$ cat src/rtl/pdc_pkg.sv
package pdc_pkg;
    localparam logic [11:0] OFS_MODE     = 12'h101;
    localparam logic [11:0] OFS_BYPASS   = 12'h104;
    localparam logic [11:0] OFS_REFDIV   = 12'h105;
    localparam logic [11:0] OFS_INTVAL   = 12'h107;
    localparam logic [11:0] OFS_FRAC0    = 12'h108;
    localparam logic [11:0] OFS_FRAC1    = 12'h109;
    localparam logic [11:0] OFS_FRAC2    = 12'h10A;
    localparam logic [11:0] OFS_MOD0     = 12'h10B;
    localparam logic [11:0] OFS_MOD1     = 12'h10C;
    localparam logic [11:0] OFS_MOD2     = 12'h10D;
    localparam logic [11:0] OFS_CASC_LO  = 12'h10E;
    localparam logic [11:0] OFS_CASC_HI  = 12'h10F;
    localparam logic [11:0] OFS_FD_RATIO = 12'h110;
    localparam logic [11:0] OFS_FD_PHASE = 12'h111;
    localparam logic [11:0] OFS_PD_CTRL  = 12'h120;
    localparam logic [11:0] OFS_PD_RATIO = 12'h121;
    localparam logic [11:0] OFS_MASK     = 12'h122;
    localparam logic [11:0] OFS_STATUS   = 12'h130;
    localparam int          ADDR_SHIFT   = 2;
    localparam logic [7:0] RST_MODE     = 8'h01;
    localparam logic [7:0] RST_BYPASS   = 8'h00;
    localparam logic [7:0] RST_REFDIV   = 8'h01;
    localparam logic [7:0] RST_INTVAL   = 8'h64;
    localparam logic [7:0] RST_ZERO     = 8'h00;
    localparam logic [7:0] RST_PD_CTRL  = 8'h20;
    localparam logic [7:0] RST_PD_RATIO = 8'h44;
    localparam logic [7:0] MASK_MODE    = 8'h07;
    localparam logic [7:0] MASK_BYPASS  = 8'h01;
    localparam logic [7:0] MASK_SIX     = 8'h3F;
    localparam logic [7:0] MASK_NIBBLE  = 8'h0F;
    localparam logic [7:0] MASK_PD_CTRL = 8'h77;
    localparam logic [7:0] MASK_SYNC    = 8'h7F;
    localparam int M0_RST_BIT  = 0;
    localparam int M0_PD_BIT   = 1;
    localparam int M0_SYNC_BIT = 2;
    localparam int M1_RST_BIT  = 4;
    localparam int M1_PD_BIT   = 5;
    localparam int M1_SYNC_BIT = 6;
    localparam logic [3:0] PD_RATIO_MIN = 4'h2;
    localparam logic [3:0] PD_RATIO_MAX = 4'hB;
    localparam logic [11:0] CASC_MIN    = 12'h004;
    localparam logic [7:0] INT_MIN      = 8'h0C;
    localparam logic [7:0] INT_SDM_LO   = 8'h0F;
    localparam logic [7:0] INT_SDM_HI   = 8'hFC;
    typedef enum logic [1:0] {
        PDC_LOOP_SINGLE  = 2'b00,
        PDC_LOOP_CASCADE = 2'b01,
        PDC_LOOP_FIXED   = 2'b10,
        PDC_LOOP_RSVD    = 2'b11
    } pdc_loop_t;
endpackage

$ cat src/rtl/pdc_post_div_ctl.sv
`timescale 1ns/1ps
`default_nettype none
module pdc_post_div_ctl (
    input  wire logic [3:0] ratio,
    input  wire logic       pd_bit,
    input  wire logic       rst_bit,
    output logic [3:0]      eff_ratio,
    output logic            running,
    output logic            in_reset
);
    import pdc_pkg::*;
    wire ratio_ok = (ratio >= PD_RATIO_MIN) && (ratio <= PD_RATIO_MAX);
    assign running   = ratio_ok && !pd_bit;
    assign eff_ratio = running ? ratio : 4'h0;
    assign in_reset  = rst_bit;
endmodule // pdc_post_div_ctl
`default_nettype wire

$ cat src/rtl/pdc_sync_route.sv
`timescale 1ns/1ps
`default_nettype none
module pdc_sync_route (
    input  wire logic       m0_sync,
    input  wire logic       m1_sync,
    input  wire logic [6:0] mask,
    output logic [4:0]      hold
);
    // hold bits: 0..3 output dividers zero..three, 4 fixed-delay divider
    assign hold[0] = m0_sync && !mask[0];
    assign hold[1] = (m0_sync && !mask[1]) || (m1_sync && !mask[5]);
    assign hold[2] = (m0_sync && !mask[2]) || (m1_sync && !mask[6]);
    assign hold[3] = m0_sync && !mask[3];
    assign hold[4] = m0_sync && !mask[4];
endmodule // pdc_sync_route
`default_nettype wire

$ cat src/rtl/pdc_pll_divider_config.sv
// Register access over APB was chosen for this implementation.
`timescale 1ns/1ps
`default_nettype none
module pdc_pll_divider_config (
    input  wire logic        pclk,
    input  wire logic        presetn,
    input  wire logic        psel,
    input  wire logic        penable,
    input  wire logic        pwrite,
    input  wire logic [13:0] paddr,
    input  wire logic [31:0] pwdata,
    output logic [31:0]      prdata,
    output logic             pready,
    output logic             pslverr,
    output logic             loop_filter_bypass,
    output logic [5:0]       reference_predivider,
    output logic             ref_div_valid,
    output logic [7:0]       feedback_integer_divider,
    output logic             int_value_legal,
    output logic [23:0]      sdm_fraction,
    output logic [23:0]      sdm_modulus,
    output logic             sdm_powerdown,
    output logic [11:0]      cascaded_feedback_divider,
    output logic             cascade_valid,
    output logic [6:0]       fixed_delay_divider,
    output logic [5:0]       fixed_delay_phase,
    output logic [1:0]       loop_mode,
    output logic             sel_single,
    output logic             sel_cascade,
    output logic             sel_fixed,
    output logic [3:0]       first_post_divider,
    output logic             first_post_running,
    output logic             first_post_reset,
    output logic [3:0]       second_post_divider,
    output logic             second_post_running,
    output logic             second_post_reset,
    output logic [4:0]       divider_sync_hold
);
    import pdc_pkg::*;

    logic [7:0] mode_reg;
    logic [7:0] bypass_reg;
    logic [7:0] refdiv_reg;
    logic [7:0] intval_reg;
    logic [7:0] frac0, frac1, frac2;
    logic [7:0] mod0, mod1, mod2;
    logic [7:0] casc_lo, casc_hi;
    logic [7:0] fd_ratio, fd_phase;
    logic [7:0] pd_ctrl, pd_ratio, sync_mask;

    function automatic logic [13:0] byte_addr(input logic [11:0] ofs);
        byte_addr = {ofs, 2'b00};
    endfunction

    // address decode
    wire acc      = psel && penable;
    wire wr       = acc && pwrite;
    wire [7:0] wb = pwdata[7:0];
    wire hit_mode   = paddr == byte_addr(OFS_MODE);
    wire hit_byp    = paddr == byte_addr(OFS_BYPASS);
    wire hit_ref    = paddr == byte_addr(OFS_REFDIV);
    wire hit_int    = paddr == byte_addr(OFS_INTVAL);
    wire hit_f0     = paddr == byte_addr(OFS_FRAC0);
    wire hit_f1     = paddr == byte_addr(OFS_FRAC1);
    wire hit_f2     = paddr == byte_addr(OFS_FRAC2);
    wire hit_m0     = paddr == byte_addr(OFS_MOD0);
    wire hit_m1     = paddr == byte_addr(OFS_MOD1);
    wire hit_m2     = paddr == byte_addr(OFS_MOD2);
    wire hit_clo    = paddr == byte_addr(OFS_CASC_LO);
    wire hit_chi    = paddr == byte_addr(OFS_CASC_HI);
    wire hit_fdr    = paddr == byte_addr(OFS_FD_RATIO);
    wire hit_fdp    = paddr == byte_addr(OFS_FD_PHASE);
    wire hit_pdc    = paddr == byte_addr(OFS_PD_CTRL);
    wire hit_pdr    = paddr == byte_addr(OFS_PD_RATIO);
    wire hit_msk    = paddr == byte_addr(OFS_MASK);
    wire hit_sts    = paddr == byte_addr(OFS_STATUS);
    wire hit_any    = hit_mode | hit_byp | hit_ref | hit_int | hit_f0 | hit_f1 | hit_f2
                    | hit_m0 | hit_m1 | hit_m2 | hit_clo | hit_chi | hit_fdr | hit_fdp
                    | hit_pdc | hit_pdr | hit_msk | hit_sts;

    // derived state
    wire [11:0] casc_ratio = {casc_hi[3:0], casc_lo};
    wire [7:0]  status_byte;
    wire [3:0]  m0_eff, m1_eff;
    wire        m0_run, m1_run, m0_rst, m1_rst;
    wire [4:0]  hold;
    wire        sdm_off = mode_reg[0];
    wire        int_ok  = (intval_reg >= INT_SDM_LO && intval_reg <= INT_SDM_HI)
                        || (intval_reg >= INT_MIN && sdm_off);
    assign status_byte = {3'b000, m1_run, m0_run, (casc_ratio >= CASC_MIN), int_ok,
                          (refdiv_reg[5:0] != 6'h00)};

    pdc_post_div_ctl u_m0 (
        .ratio     (pd_ratio[3:0]),
        .pd_bit    (pd_ctrl[M0_PD_BIT]),
        .rst_bit   (pd_ctrl[M0_RST_BIT]),
        .eff_ratio (m0_eff),
        .running   (m0_run),
        .in_reset  (m0_rst)
    );
    pdc_post_div_ctl u_m1 (
        .ratio     (pd_ratio[7:4]),
        .pd_bit    (pd_ctrl[M1_PD_BIT]),
        .rst_bit   (pd_ctrl[M1_RST_BIT]),
        .eff_ratio (m1_eff),
        .running   (m1_run),
        .in_reset  (m1_rst)
    );
    pdc_sync_route u_sync (
        .m0_sync (pd_ctrl[M0_SYNC_BIT]),
        .m1_sync (pd_ctrl[M1_SYNC_BIT]),
        .mask    (sync_mask[6:0]),
        .hold    (hold)
    );

    // read mux, reserved bits already zero in storage
    wire [7:0] rd_byte =
          hit_mode ? mode_reg  : hit_byp ? bypass_reg : hit_ref ? refdiv_reg
        : hit_int  ? intval_reg: hit_f0  ? frac0      : hit_f1  ? frac1
        : hit_f2   ? frac2     : hit_m0  ? mod0       : hit_m1  ? mod1
        : hit_m2   ? mod2      : hit_clo ? casc_lo    : hit_chi ? casc_hi
        : hit_fdr  ? fd_ratio  : hit_fdp ? fd_phase   : hit_pdc ? pd_ctrl
        : hit_pdr  ? pd_ratio  : hit_msk ? sync_mask  : hit_sts ? status_byte
        : 8'h00;

    always_ff @(posedge pclk or negedge presetn) begin
        if (!presetn) begin
            mode_reg   <= RST_MODE;
            bypass_reg <= RST_BYPASS;
            refdiv_reg <= RST_REFDIV;
            intval_reg <= RST_INTVAL;
            frac0      <= RST_ZERO;
            frac1      <= RST_ZERO;
            frac2      <= RST_ZERO;
            mod0       <= RST_ZERO;
            mod1       <= RST_ZERO;
            mod2       <= RST_ZERO;
            casc_lo    <= RST_ZERO;
            casc_hi    <= RST_ZERO;
            fd_ratio   <= RST_ZERO;
            fd_phase   <= RST_ZERO;
            pd_ctrl    <= RST_PD_CTRL;
            pd_ratio   <= RST_PD_RATIO;
            sync_mask  <= RST_ZERO;
        end else if (wr) begin
            if (hit_mode) mode_reg   <= wb & MASK_MODE;
            if (hit_byp)  bypass_reg <= wb & MASK_BYPASS;
            if (hit_ref)  refdiv_reg <= wb & MASK_SIX;
            if (hit_int)  intval_reg <= wb;
            if (hit_f0)   frac0      <= wb;
            if (hit_f1)   frac1      <= wb;
            if (hit_f2)   frac2      <= wb;
            if (hit_m0)   mod0       <= wb;
            if (hit_m1)   mod1       <= wb;
            if (hit_m2)   mod2       <= wb;
            if (hit_clo)  casc_lo    <= wb;
            if (hit_chi)  casc_hi    <= wb & MASK_NIBBLE;
            if (hit_fdr)  fd_ratio   <= wb & MASK_SIX;
            if (hit_fdp)  fd_phase   <= wb & MASK_SIX;
            if (hit_pdc)  pd_ctrl    <= wb & MASK_PD_CTRL;
            if (hit_pdr)  pd_ratio   <= wb;
            if (hit_msk)  sync_mask  <= wb & MASK_SYNC;
        end
    end

    // bus answer: zero wait states, error on unmapped address
    always_ff @(posedge pclk or negedge presetn) begin
        if (!presetn) begin
            prdata  <= 32'h0000_0000;
            pready  <= 1'b0;
            pslverr <= 1'b0;
        end else begin
            pready  <= psel && !penable;
            pslverr <= psel && !penable && !hit_any;
            prdata  <= (psel && !penable && !pwrite) ? {24'h00_0000, rd_byte} : prdata;
        end
    end

    // registered config outputs, one cycle behind the register file
    always_ff @(posedge pclk or negedge presetn) begin
        if (!presetn) begin
            loop_filter_bypass        <= 1'b0;
            reference_predivider      <= 6'h01;
            ref_div_valid             <= 1'b1;
            feedback_integer_divider  <= RST_INTVAL;
            int_value_legal           <= 1'b1;
            sdm_fraction              <= 24'h00_0000;
            sdm_modulus               <= 24'h00_0000;
            sdm_powerdown             <= 1'b1;
            cascaded_feedback_divider <= 12'h000;
            cascade_valid             <= 1'b0;
            fixed_delay_divider       <= 7'h01;
            fixed_delay_phase         <= 6'h00;
            loop_mode                 <= 2'b00;
            sel_single                <= 1'b1;
            sel_cascade               <= 1'b0;
            sel_fixed                 <= 1'b0;
            first_post_divider        <= 4'h4;
            first_post_running        <= 1'b1;
            first_post_reset          <= 1'b0;
            second_post_divider       <= 4'h0;
            second_post_running       <= 1'b0;
            second_post_reset         <= 1'b0;
            divider_sync_hold         <= 5'h00;
        end else begin
            loop_filter_bypass        <= bypass_reg[0];
            reference_predivider      <= refdiv_reg[5:0];
            ref_div_valid             <= refdiv_reg[5:0] != 6'h00;
            feedback_integer_divider  <= intval_reg;
            int_value_legal           <= int_ok;
            sdm_fraction              <= {frac2, frac1, frac0};
            sdm_modulus               <= {mod2, mod1, mod0};
            sdm_powerdown             <= sdm_off;
            cascaded_feedback_divider <= casc_ratio;
            cascade_valid             <= casc_ratio >= CASC_MIN;
            fixed_delay_divider       <= {1'b0, fd_ratio[5:0]} + 7'h01;
            fixed_delay_phase         <= fd_phase[5:0];
            loop_mode                 <= mode_reg[2:1];
            sel_single                <= mode_reg[2:1] == PDC_LOOP_SINGLE;
            sel_cascade               <= mode_reg[2:1] == PDC_LOOP_CASCADE;
            sel_fixed                 <= mode_reg[2:1] == PDC_LOOP_FIXED;
            first_post_divider        <= m0_eff;
            first_post_running        <= m0_run;
            first_post_reset          <= m0_rst;
            second_post_divider       <= m1_eff;
            second_post_running       <= m1_run;
            second_post_reset         <= m1_rst;
            divider_sync_hold         <= hold;
        end
    end
endmodule // pdc_pll_divider_config
`default_nettype wire

$ cat config.mk
export PLATFORM = sky130hd
export DESIGN_NAME = pdc_pll_divider_config
export DESIGN_NICKNAME = d
export VERILOG_FILES = /design/src/rtl/pdc_pkg.sv /design/src/rtl/pdc_post_div_ctl.sv /design/src/rtl/pdc_sync_route.sv /design/src/rtl/pdc_pll_divider_config.sv
export SDC_FILE = /design/constraint.sdc
export NUM_CORES = 1
export LEC_CHECK = 0
export BUFFER_PORTS_ARGS = -buffer_cell sky130_fd_sc_hd__buf_2
export CAP_MARGIN = 20
export CORE_ASPECT_RATIO = 1.2
export CORE_MARGIN = 3
export CORE_UTILIZATION = 55
export CTS_CLUSTER_DIAMETER = 40
export DETAILED_ROUTE_END_ITERATION = 7
export PLACE_DENSITY = 0.8
export SLEW_MARGIN = 15
export SYNTH_ARGS = -nofsm -noshare
export SYNTH_HDL_FRONTEND = slang
export SYNTH_SLANG_ARGS = --single-unit
$ cat constraint.sdc
create_clock -name pclk -period 2.3 [get_ports pclk]
set_clock_uncertainty 0.2 [all_clocks]
set_input_delay 0.23 -clock pclk [delete_from_list [all_inputs] [get_ports pclk]]
set_output_delay 0.23 -clock pclk [all_outputs]
set_load 0.01 [all_outputs]
==> results_tabular.tex, run 1 <==
\begin{tabular}{lr}
\hline
Metric & Value \\
\hline
\multicolumn{2}{l}{\textbf{Run status}} \\
Outcome & complete, no violations \\
\multicolumn{2}{l}{\textbf{Synthesis}} \\
Cell area after synthesis & roughly 0.0098 mm\^{}2 \\
Synthesized instance count & roughly 760 \\
Post-synthesis sequential element count & approximately 240 \\
Synth Flop Type & dfrtp\_1 \\
Synth warn & 0 \\
Post-synth cell types & 78 \\
Proportion of register bits with asynchronous set or reset after synthesis & 100\% \\
EDFF count, synth & 0 \\
Sequential-to-total area share from yosys stat & approximately 60\% \\
Syn Area/Cell & between 10 and 15 um\^{}2 \\
\multicolumn{2}{l}{\textbf{Setup path}} \\
Endpoint arrival time on the critical path & roughly 2.4 ns \\
Crit Path Class & reg2reg \\
Launching instance or port of the critical path & pd\_ratio[3]\$\_DFFE\_PN0P\_ \\
Endpoint required time on the critical path & between 2 and 3 ns \\
Critical path peak fanout & 3 \\
Type of origin of the critical path & register \\
R2R cell count & 7 \\
Crit end category & register \\
Endpoint of the most critical register-to-register path & prdata[3]\$\_DFFE\_PN0P\_ \\
CP endpoint & prdata[3]\$\_DFFE\_PN0P\_ \\
Reg-to-reg startpoint & pd\_ratio[3]\$\_DFFE\_PN0P\_ \\
R2R setup slack & about 0.074 ns \\
\multicolumn{2}{l}{\textbf{Route}} \\
DR WL/cell & roughly 23 um \\
Number of antenna-violating nets in the routed design & 0 \\
DRC & 0 \\
Number of detailed-route iterations in the first pass & 5 \\
Final WL & 30000 um \\
Number of DRC markers after the initial detailed-route iteration & between 600 and 700 \\
Detailed-route via count & 7625 \\
Vias/cell & between 5 and 6 \\
\multicolumn{2}{l}{\textbf{Placed design}} \\
\# placed instances & approximately 1200 \\
Number of port buffers & 150 \\
Last weighted congestion value of the routability-driven placer & around 1.0 \\
HPWL after DPL & 21500 um \\
\multicolumn{2}{l}{\textbf{Floorplan}} \\
Initial Utilization & between 50 and 60\% \\
Die footprint & 0.0195 mm\^{}2 \\
Io pins & 199 \\
Row count & between 50 and 60 \\
Floorplan die height & approximately 150 um \\
DIE WIDTH & 128 um \\
Area of the core region & about 0.017 mm\^{}2 \\
\multicolumn{2}{l}{\textbf{STA}} \\
Max-slew headroom & a little over a third \\
RSZ-0062 raised after global routing & false \\
Share of the clock period used by the worst path & around 97\% \\
Transition at the pin with the smallest max-transition slack & around 0.94 ns \\
Final Hold Violating Endpoints & 0 \\
Max Clk Rate & between 0.4 and 0.5 GHz \\
Count of final max-slew check failures & 0 \\
Worst hold margin & around 0.083 ns \\
Minimum period implied by the final worst setup slack & 2.23 ns \\
Endpoints failing setup & 0 \\
\multicolumn{2}{l}{\textbf{Clock tree}} \\
TritonCTS clock tree & yes \\
Buffers from clock root to sink, at most & 3 \\
CTS root buffer & clkbuf\_16 \\
Post-CTS setup-driven buffer insertion count & 0 \\
Clock slew at reported path FFs & $\sim$0.060 ns \\
Latest clock arrival within the worst-skew pair & 0.53 ns \\
Num CTS Buffers & 26 \\
Count of H-tree levels built during CTS & 1 \\
Total number of clock tree sinks & 235 \\
\multicolumn{2}{l}{\textbf{Global route}} \\
Global-route wire length before repair & 46300 um \\
Number of antenna violations at the first check in global routing & 1 \\
All-Layer GR Usage & 30.9\% \\
Sum of overflow across all layers after global routing & 0 \\
Pin count of the biggest net entering global routing & 79 \\
Number of global-route vias before repair & 7907 \\
\multicolumn{2}{l}{\textbf{Power and ir drop}} \\
Power density over cell area & 715 mW/mm\^{}2 \\
Leak & around 6.5 nW \\
Peak ir drop on the vdd network & 0.638 mV \\
\multicolumn{2}{l}{\textbf{Layout}} \\
Net count reported at finish & 1108 \\
Number of standard cells in the layout, taps in and fillers out & about 1300 \\
Top Registers & sdm\_fraction x24, sdm\_modulus x24, cascaded\_feedback\_divider x12 \\
Synthesis-to-finish area growth & 30.6\% \\
Share of layout cells above drive strength 1 & $\sim$46\% \\
\multicolumn{2}{l}{\textbf{Flow run}} \\
Max capacitance violation total & 0 \\
\multicolumn{2}{l}{\textbf{Hold path}} \\
Hold Path Class & in2async \\
\hline
\end{tabular}
[how the worst min path moves through the flow]
stage,startpoint,end,cells after the start
floorplan,presetn,bypass_reg[0]$_DFFE_PN0P_,0
global placement,presetn,second_post_divider[1]$_DFF_PN0_,1
detailed placement,presetn,second_post_reset$_DFF_PN0_,1
CTS,pwrite,prdata[5]$_DFFE_PN0P_,5
global route,pwdata[4],intval_reg[4]$_DFFE_PN0P_,2
finish,presetn,second_post_divider[1]$_DFF_PN0_,2
[stage by stage]
step	worst slack (ns)	utilization (%)	power (W)	area [um^2]	TNS [ns]
finish	0.0737	74.8	0.00919	12800	0
global route	0.0103	74.8	0.00945	12800	0
detailed placement	-0.318	68.5	0.00467	11800	-9.25
global placement	-0.329	68.5	0.00467	11800	-8.43
floorplan	0.0420	-	0.00442	9920	0
CTS	0.0935	74.8	0.00923	12800	0
[what timing repair did]
action                                  in CTS  in global routing
endpoints found under the setup margin       2                  0
hold buffers                                 9                  0
resized for setup                            5                  0
endpoints found under the hold margin      237                  0
[Yosys cell counts, types with 7 or more instances]
master      n  share of area, %
a21oi_1    28               1.4
a22oi_1     7              0.53
a31oi_1     7              0.45
and2_1      8              0.51
and3_1      8              0.51
buf_2      15              0.76
buf_4      24               1.8
clkbuf_1   18              0.69
dfrtp_1   216                55
dfstp_2    19               5.1
inv_1      10              0.38
mux2_2    104                12
nand2_1    36               1.4
nand3_1    19              0.97
nand4_1     7              0.45
nor2_1     32               1.2
nor2b_1     7              0.45
nor3_1     19              0.97
o211ai_1    7              0.53
o21ai_0    24               1.2
o22ai_1     8              0.51
[cell type report]
type                            count  area [um^2]
Clock buffer                       30          697
Antenna cell                        1         2.50
Inverter                           10         37.5
Clock inverter                     17          272
Timing Repair Buffer              304         2010
Multi-Input combinational cell    479         3650
Fill cell                        1156         4330
Tap cell                          216          270
Sequential cell                   235         5900
[cells in the final DEF (no fill, tap or decap), drive strengths merged, types with 4 or more instances in the layout]
master	count
clkbuf	30
xnor2	4
o21ai	25
dfrtp	216
and3	8
buf	295
nor2	36
nor2b	7
a22oi	7
o32ai	4
a31oi	7
inv	17
a2111oi	4
and2	8
or4b	5
nand2b	6
bufinv	5
a32oi	5
nor3b	6
a2bb2oi	6
nor4	9
mux2	107
or4	4
or3	4
a21oi	28
mux2i	6
nand3	19
nand4	7
a211oi	5
dlygate4sd3	9
nand2	38
conb	24
o22ai	8
dfstp	19
o211ai	8
nor4b	8
nor3	24
[kinds of logic (layout without fill, tap and decap cells)]
family,count (synthesis),in the layout,share of synthesized area [%]
other,1,25,0.0381
xor gates and xnor gates,5,5,0.445
DFF,235,235,60.0
and+or+nand+nor,200,200,12.7
AOI/OAI and AO/OA,135,135,9.45
adders and majority gates,1,1,0.127
muxes,114,114,13.1
buffers and inverters,73,361,4.05
[power breakdown]
| part | leakage (nW) | internal, W | total [W] | switching [W] |
|---|---|---|---|---|
| combinational | 2.96 | 0.000161 | 0.000480 | 0.000319 |
| sequential | 3.13 | 0.00414 | 0.00414 | 0.00000174 |
| clock | 0.462 | 0.00280 | 0.00457 | 0.00177 |
| total | 6.55 | 0.00710 | 0.00919 | 0.00209 |
[routing by layer]
layer / up-vias / share of wire [%] / global-route usage [%] / wire, um
met5: - / 0 / 0 / 0
met4: 0 / 4.2 / 12.4 / 1250
met3: 81 / 8.4 / 4.49 / 2520
met2: 398 / 50 / 51.5 / 14800
met1: 3802 / 38 / 40.7 / 11400
li1: 3344 / - / - / -
[worst max-delay path: stages (launching register included)]
cell and delay, ns:
dfrtp_1 0.38, or3_1 0.42, nand4_1 0.16, o211ai_2 0.10
a221o_1 0.37, a211oi_2 0.27, buf_4 0.16, o21ai_2 0.04
(Power assumes the default switching activity.)
==> inputs of run 2 (changes only) <==
Settings changed: PLACE_DENSITY 0.8 to not set, PLACE_DENSITY_LB_ADDON set to 0.1.
==> run 2 against run 1 <==
- global-route usage up 1.5 points
- final area down 0.27%
- combinational power up 3%
- sequential cell count unchanged
- critical path depth down 1
- die area unchanged
- clock-buffer cell count up 1
- sequential share of layout area up 0.13 points
- final cell count up 0.46%
- worst setup slack worse by 0.040 ns
- routed wire length up 4.6%
- clock power down 7.7%
==> results_tabular.tex, run 2 (same netlist as run 1, synthesis figures left out) <==
\begin{tabular}{lr}
\hline
Metric & Value \\
\hline
\multicolumn{2}{l}{\textbf{Placed design}} \\
\# placed instances & 1241 (+0.49\%) \\
Pre-CTS setup slack & -0.374 ns (-0.0556 ns) \\
HPWL after DPL & 22500 um (+4.9\%) \\
Number of port buffers & 150 (unchanged) \\
Last weighted congestion value of the routability-driven placer & 0.982 (-5.0\%) \\
Dpl cell area & 0.0118 mm\^{}2 (+0.30\%) \\
\multicolumn{2}{l}{\textbf{Setup path}} \\
Reg-to-reg startpoint & frac0[2]\$\_DFFE\_PN0P\_ \\
R2R cell count & 6 (-1) \\
Endpoint arrival time on the critical path & 2.47 ns (+0.05 ns) \\
Type of origin of the critical path & register \\
Critical path peak fanout & 4 (+1) \\
Crit end category & register \\
Endpoint required time on the critical path & 2.50 ns (about the same) \\
Crit Path Class & reg2reg \\
Endpoint of the most critical register-to-register path & prdata[2]\$\_DFFE\_PN0P\_ \\
R2R setup slack & 0.03 ns (-0.04 ns) \\
\multicolumn{2}{l}{\textbf{Layout}} \\
Most common cell after layout, fill and taps aside & dfrtp\_1 \\
Count of inserted antenna diode cells & 0 (-1) \\
Top Registers & sdm\_fraction x24, sdm\_modulus x24, cascaded\_feedback\_divider x12 \\
Net count reported at finish & 1114 (+0.54\%) \\
Most frequent cells in the layout & dfrtp\_1 (216), buf\_2 (149), buf\_4 (145), mux2\_2 (104), nand2\_1 (36) \\
Number of standard cells in the layout, taps in and fillers out & 1298 (+0.46\%) \\
Synthesis-to-finish area growth & 30.3\% \\
Share of layout cells above drive strength 1 & 46.4\% (+0.35 points) \\
Cell area after layout & 0.0128 mm\^{}2 (-0.27\%) \\
\multicolumn{2}{l}{\textbf{Route}} \\
Final WL & 31400 um (+4.6\%) \\
Amount of wire on met2 after detailed routing & 15600 um (+5.1\%) \\
Vias/cell & 5.91 (+0.19\%) \\
Detailed-route via count & 7675 (+0.66\%) \\
Met1 Routed Length & 12200 um (+7.6\%) \\
Top Metal Used & met4 \\
Number of antenna-violating nets in the routed design & 0 (unchanged) \\
Number of detailed-route iterations in the first pass & 5 (unchanged) \\
Number of DRC markers after the initial detailed-route iteration & 614 (-12\%) \\
DR WL/cell & 24.2 um (+4.1\%) \\
Detail Route met3 WL & 2220 um (-12\%) \\
DRC & 0 (unchanged) \\
\multicolumn{2}{l}{\textbf{Power and ir drop}} \\
Power density over cell area & 692 mW/mm\^{}2 (-3.3\%) \\
Leak & 6.55 nW (about the same) \\
Sum of internal, switching and leakage power & 0.00886 W (-3.6\%) \\
Peak ir drop on the vdd network & 0.653 mV (+2.4\%) \\
\multicolumn{2}{l}{\textbf{Floorplan}} \\
Floorplan die height & 152 um (unchanged) \\
Io pins & 199 (unchanged) \\
Die footprint & 0.0195 mm\^{}2 (unchanged) \\
Row count & 52 (unchanged) \\
DIE WIDTH & 128 um (unchanged) \\
Area of the core region & 0.0172 mm\^{}2 (unchanged) \\
Initial Utilization & 57.2\% (unchanged) \\
\multicolumn{2}{l}{\textbf{Clock tree}} \\
Num CTS Buffers & 27 (+3.8\%) \\
Clock slew at reported path FFs & 0.07 ns (about the same) \\
Latest clock arrival within the worst-skew pair & 0.53 ns (about the same) \\
TritonCTS clock tree & yes \\
CTS root buffer & clkbuf\_16 \\
Total number of clock tree sinks & 235 (unchanged) \\
Buffers from clock root to sink, at most & 3 (unchanged) \\
Count of H-tree levels built during CTS & 1 (unchanged) \\
\multicolumn{2}{l}{\textbf{STA}} \\
Final Hold Violating Endpoints & 0 (unchanged) \\
Max-slew headroom & 41.1\% (+5.6 points) \\
Setup TNS after final layout & 0 ns (unchanged) \\
Share of the clock period used by the worst path & 98.5\% (+1.7 points) \\
Count of final max-slew check failures & 0 (unchanged) \\
Minimum period implied by the final worst setup slack & 2.27 ns (+0.0395 ns) \\
Transition at the pin with the smallest max-transition slack & 0.861 ns (-0.0817 ns) \\
Post-route setup slack & 0.0342 ns (-0.0395 ns) \\
Max Clk Rate & 0.441 GHz (-1.7\%) \\
Endpoints failing setup & 0 (unchanged) \\
\multicolumn{2}{l}{\textbf{Global route}} \\
Pin count of the biggest net entering global routing & 73 (-7.6\%) \\
Number of global-route vias before repair & 8136 (+2.9\%) \\
Number of antenna violations at the first check in global routing & 0 (-1) \\
All-Layer GR Usage & 32.4\% (+1.5 points) \\
Sum of overflow across all layers after global routing & 0 (unchanged) \\
Global-route wire length before repair & 48300 um (+4.4\%) \\
\multicolumn{2}{l}{\textbf{Hold path}} \\
Worst Hold Path EP & intval\_reg[7]\$\_DFFE\_PN0P\_ \\
Startpoint of the worst hold path & pwdata[7] \\
Number of stages on the worst hold path & 2 \\
Hold Path Class & in2reg \\
\multicolumn{2}{l}{\textbf{Run status}} \\
Outcome & complete, no violations \\
\multicolumn{2}{l}{\textbf{Flow run}} \\
Max capacitance violation total & 0 (unchanged) \\
\hline
\end{tabular}
## run 2: cell types whose count changed in the layout (fill, tap and decap cells not counted), moves of 2 or more
cell / change
buf_4: +6
bufinv_16: -3
clkinv_2: +4
dlygate4sd3_1: -2
clkinv_4: +2
## run 2: worst max-delay path: stages (launching register included)
cell	delay [ns]
dfrtp_1	0.41
mux4_2	0.48
a22oi_1	0.26
o21ai_1	0.18
a32oi_1	0.37
buf_4	0.17
o21ai_0	0.06
## run 2: worst max path at each step
stage                     cells past startpoint  slack, ns               endpoint                 startpoint
final                                         6       0.03  prdata[2]$_DFFE_PN0P_       frac0[2]$_DFFE_PN0P_
after global routing                          7      -0.01  prdata[1]$_DFFE_PN0P_  intval_reg[6]$_DFFE_PN1P_
after CTS                                     6      0.009  prdata[2]$_DFFE_PN0P_       frac0[2]$_DFFE_PN0P_
after detailed placement                      9      -0.37  prdata[2]$_DFFE_PN0P_                   paddr[9]
after global placement                       11      -0.65  prdata[3]$_DFFE_PN0P_                   paddr[6]
after floorplan                               5       0.04    mod1[7]$_DFFE_PN0P_                   paddr[0]
## run 2: through the flow
step,utilization [%],hold WS (ns)
final,74.6,0.0190
after global routing,74.6,0.0137
after CTS,74.5,0.00509
after detailed placement,68.7,0.0372
after global placement,68.6,0.0249
after floorplan,-,-0.266
## run 2: area by class of cell
type | instances | area, um^2
Sequential cell | 235 | 5900
Fill cell | 1153 | 4370
Multi-Input combinational cell | 479 | 3650
Timing Repair Buffer | 309 | 2040
Clock buffer | 31 | 701
Tap cell | 216 | 270
Clock inverter | 18 | 199
Inverter | 10 | 37.5
## run 2: power by group
group          switching (W)  internal [W]  total (W)
sequential        0.00000172       0.00414    0.00414
combinational       0.000329      0.000167   0.000496
clock                0.00176       0.00246    0.00422
total                0.00209       0.00677    0.00886
## run 2: per-layer routing
layer | track usage (%) | vias up
met3 | 4.98 | 86
met5 | 0 | -
met2 | 53.7 | 362
met4 | 13.0 | 0
li1 | - | 3357
met1 | 42.7 | 3870
## run 2: timing repair
item	in CTS	in global routing
buffers inserted	0	1
pin swaps	1	2
hold endpoints to repair	231	0
endpoints found under the setup margin	1	3
hold buffers	7	0
gates resized for setup	5	4
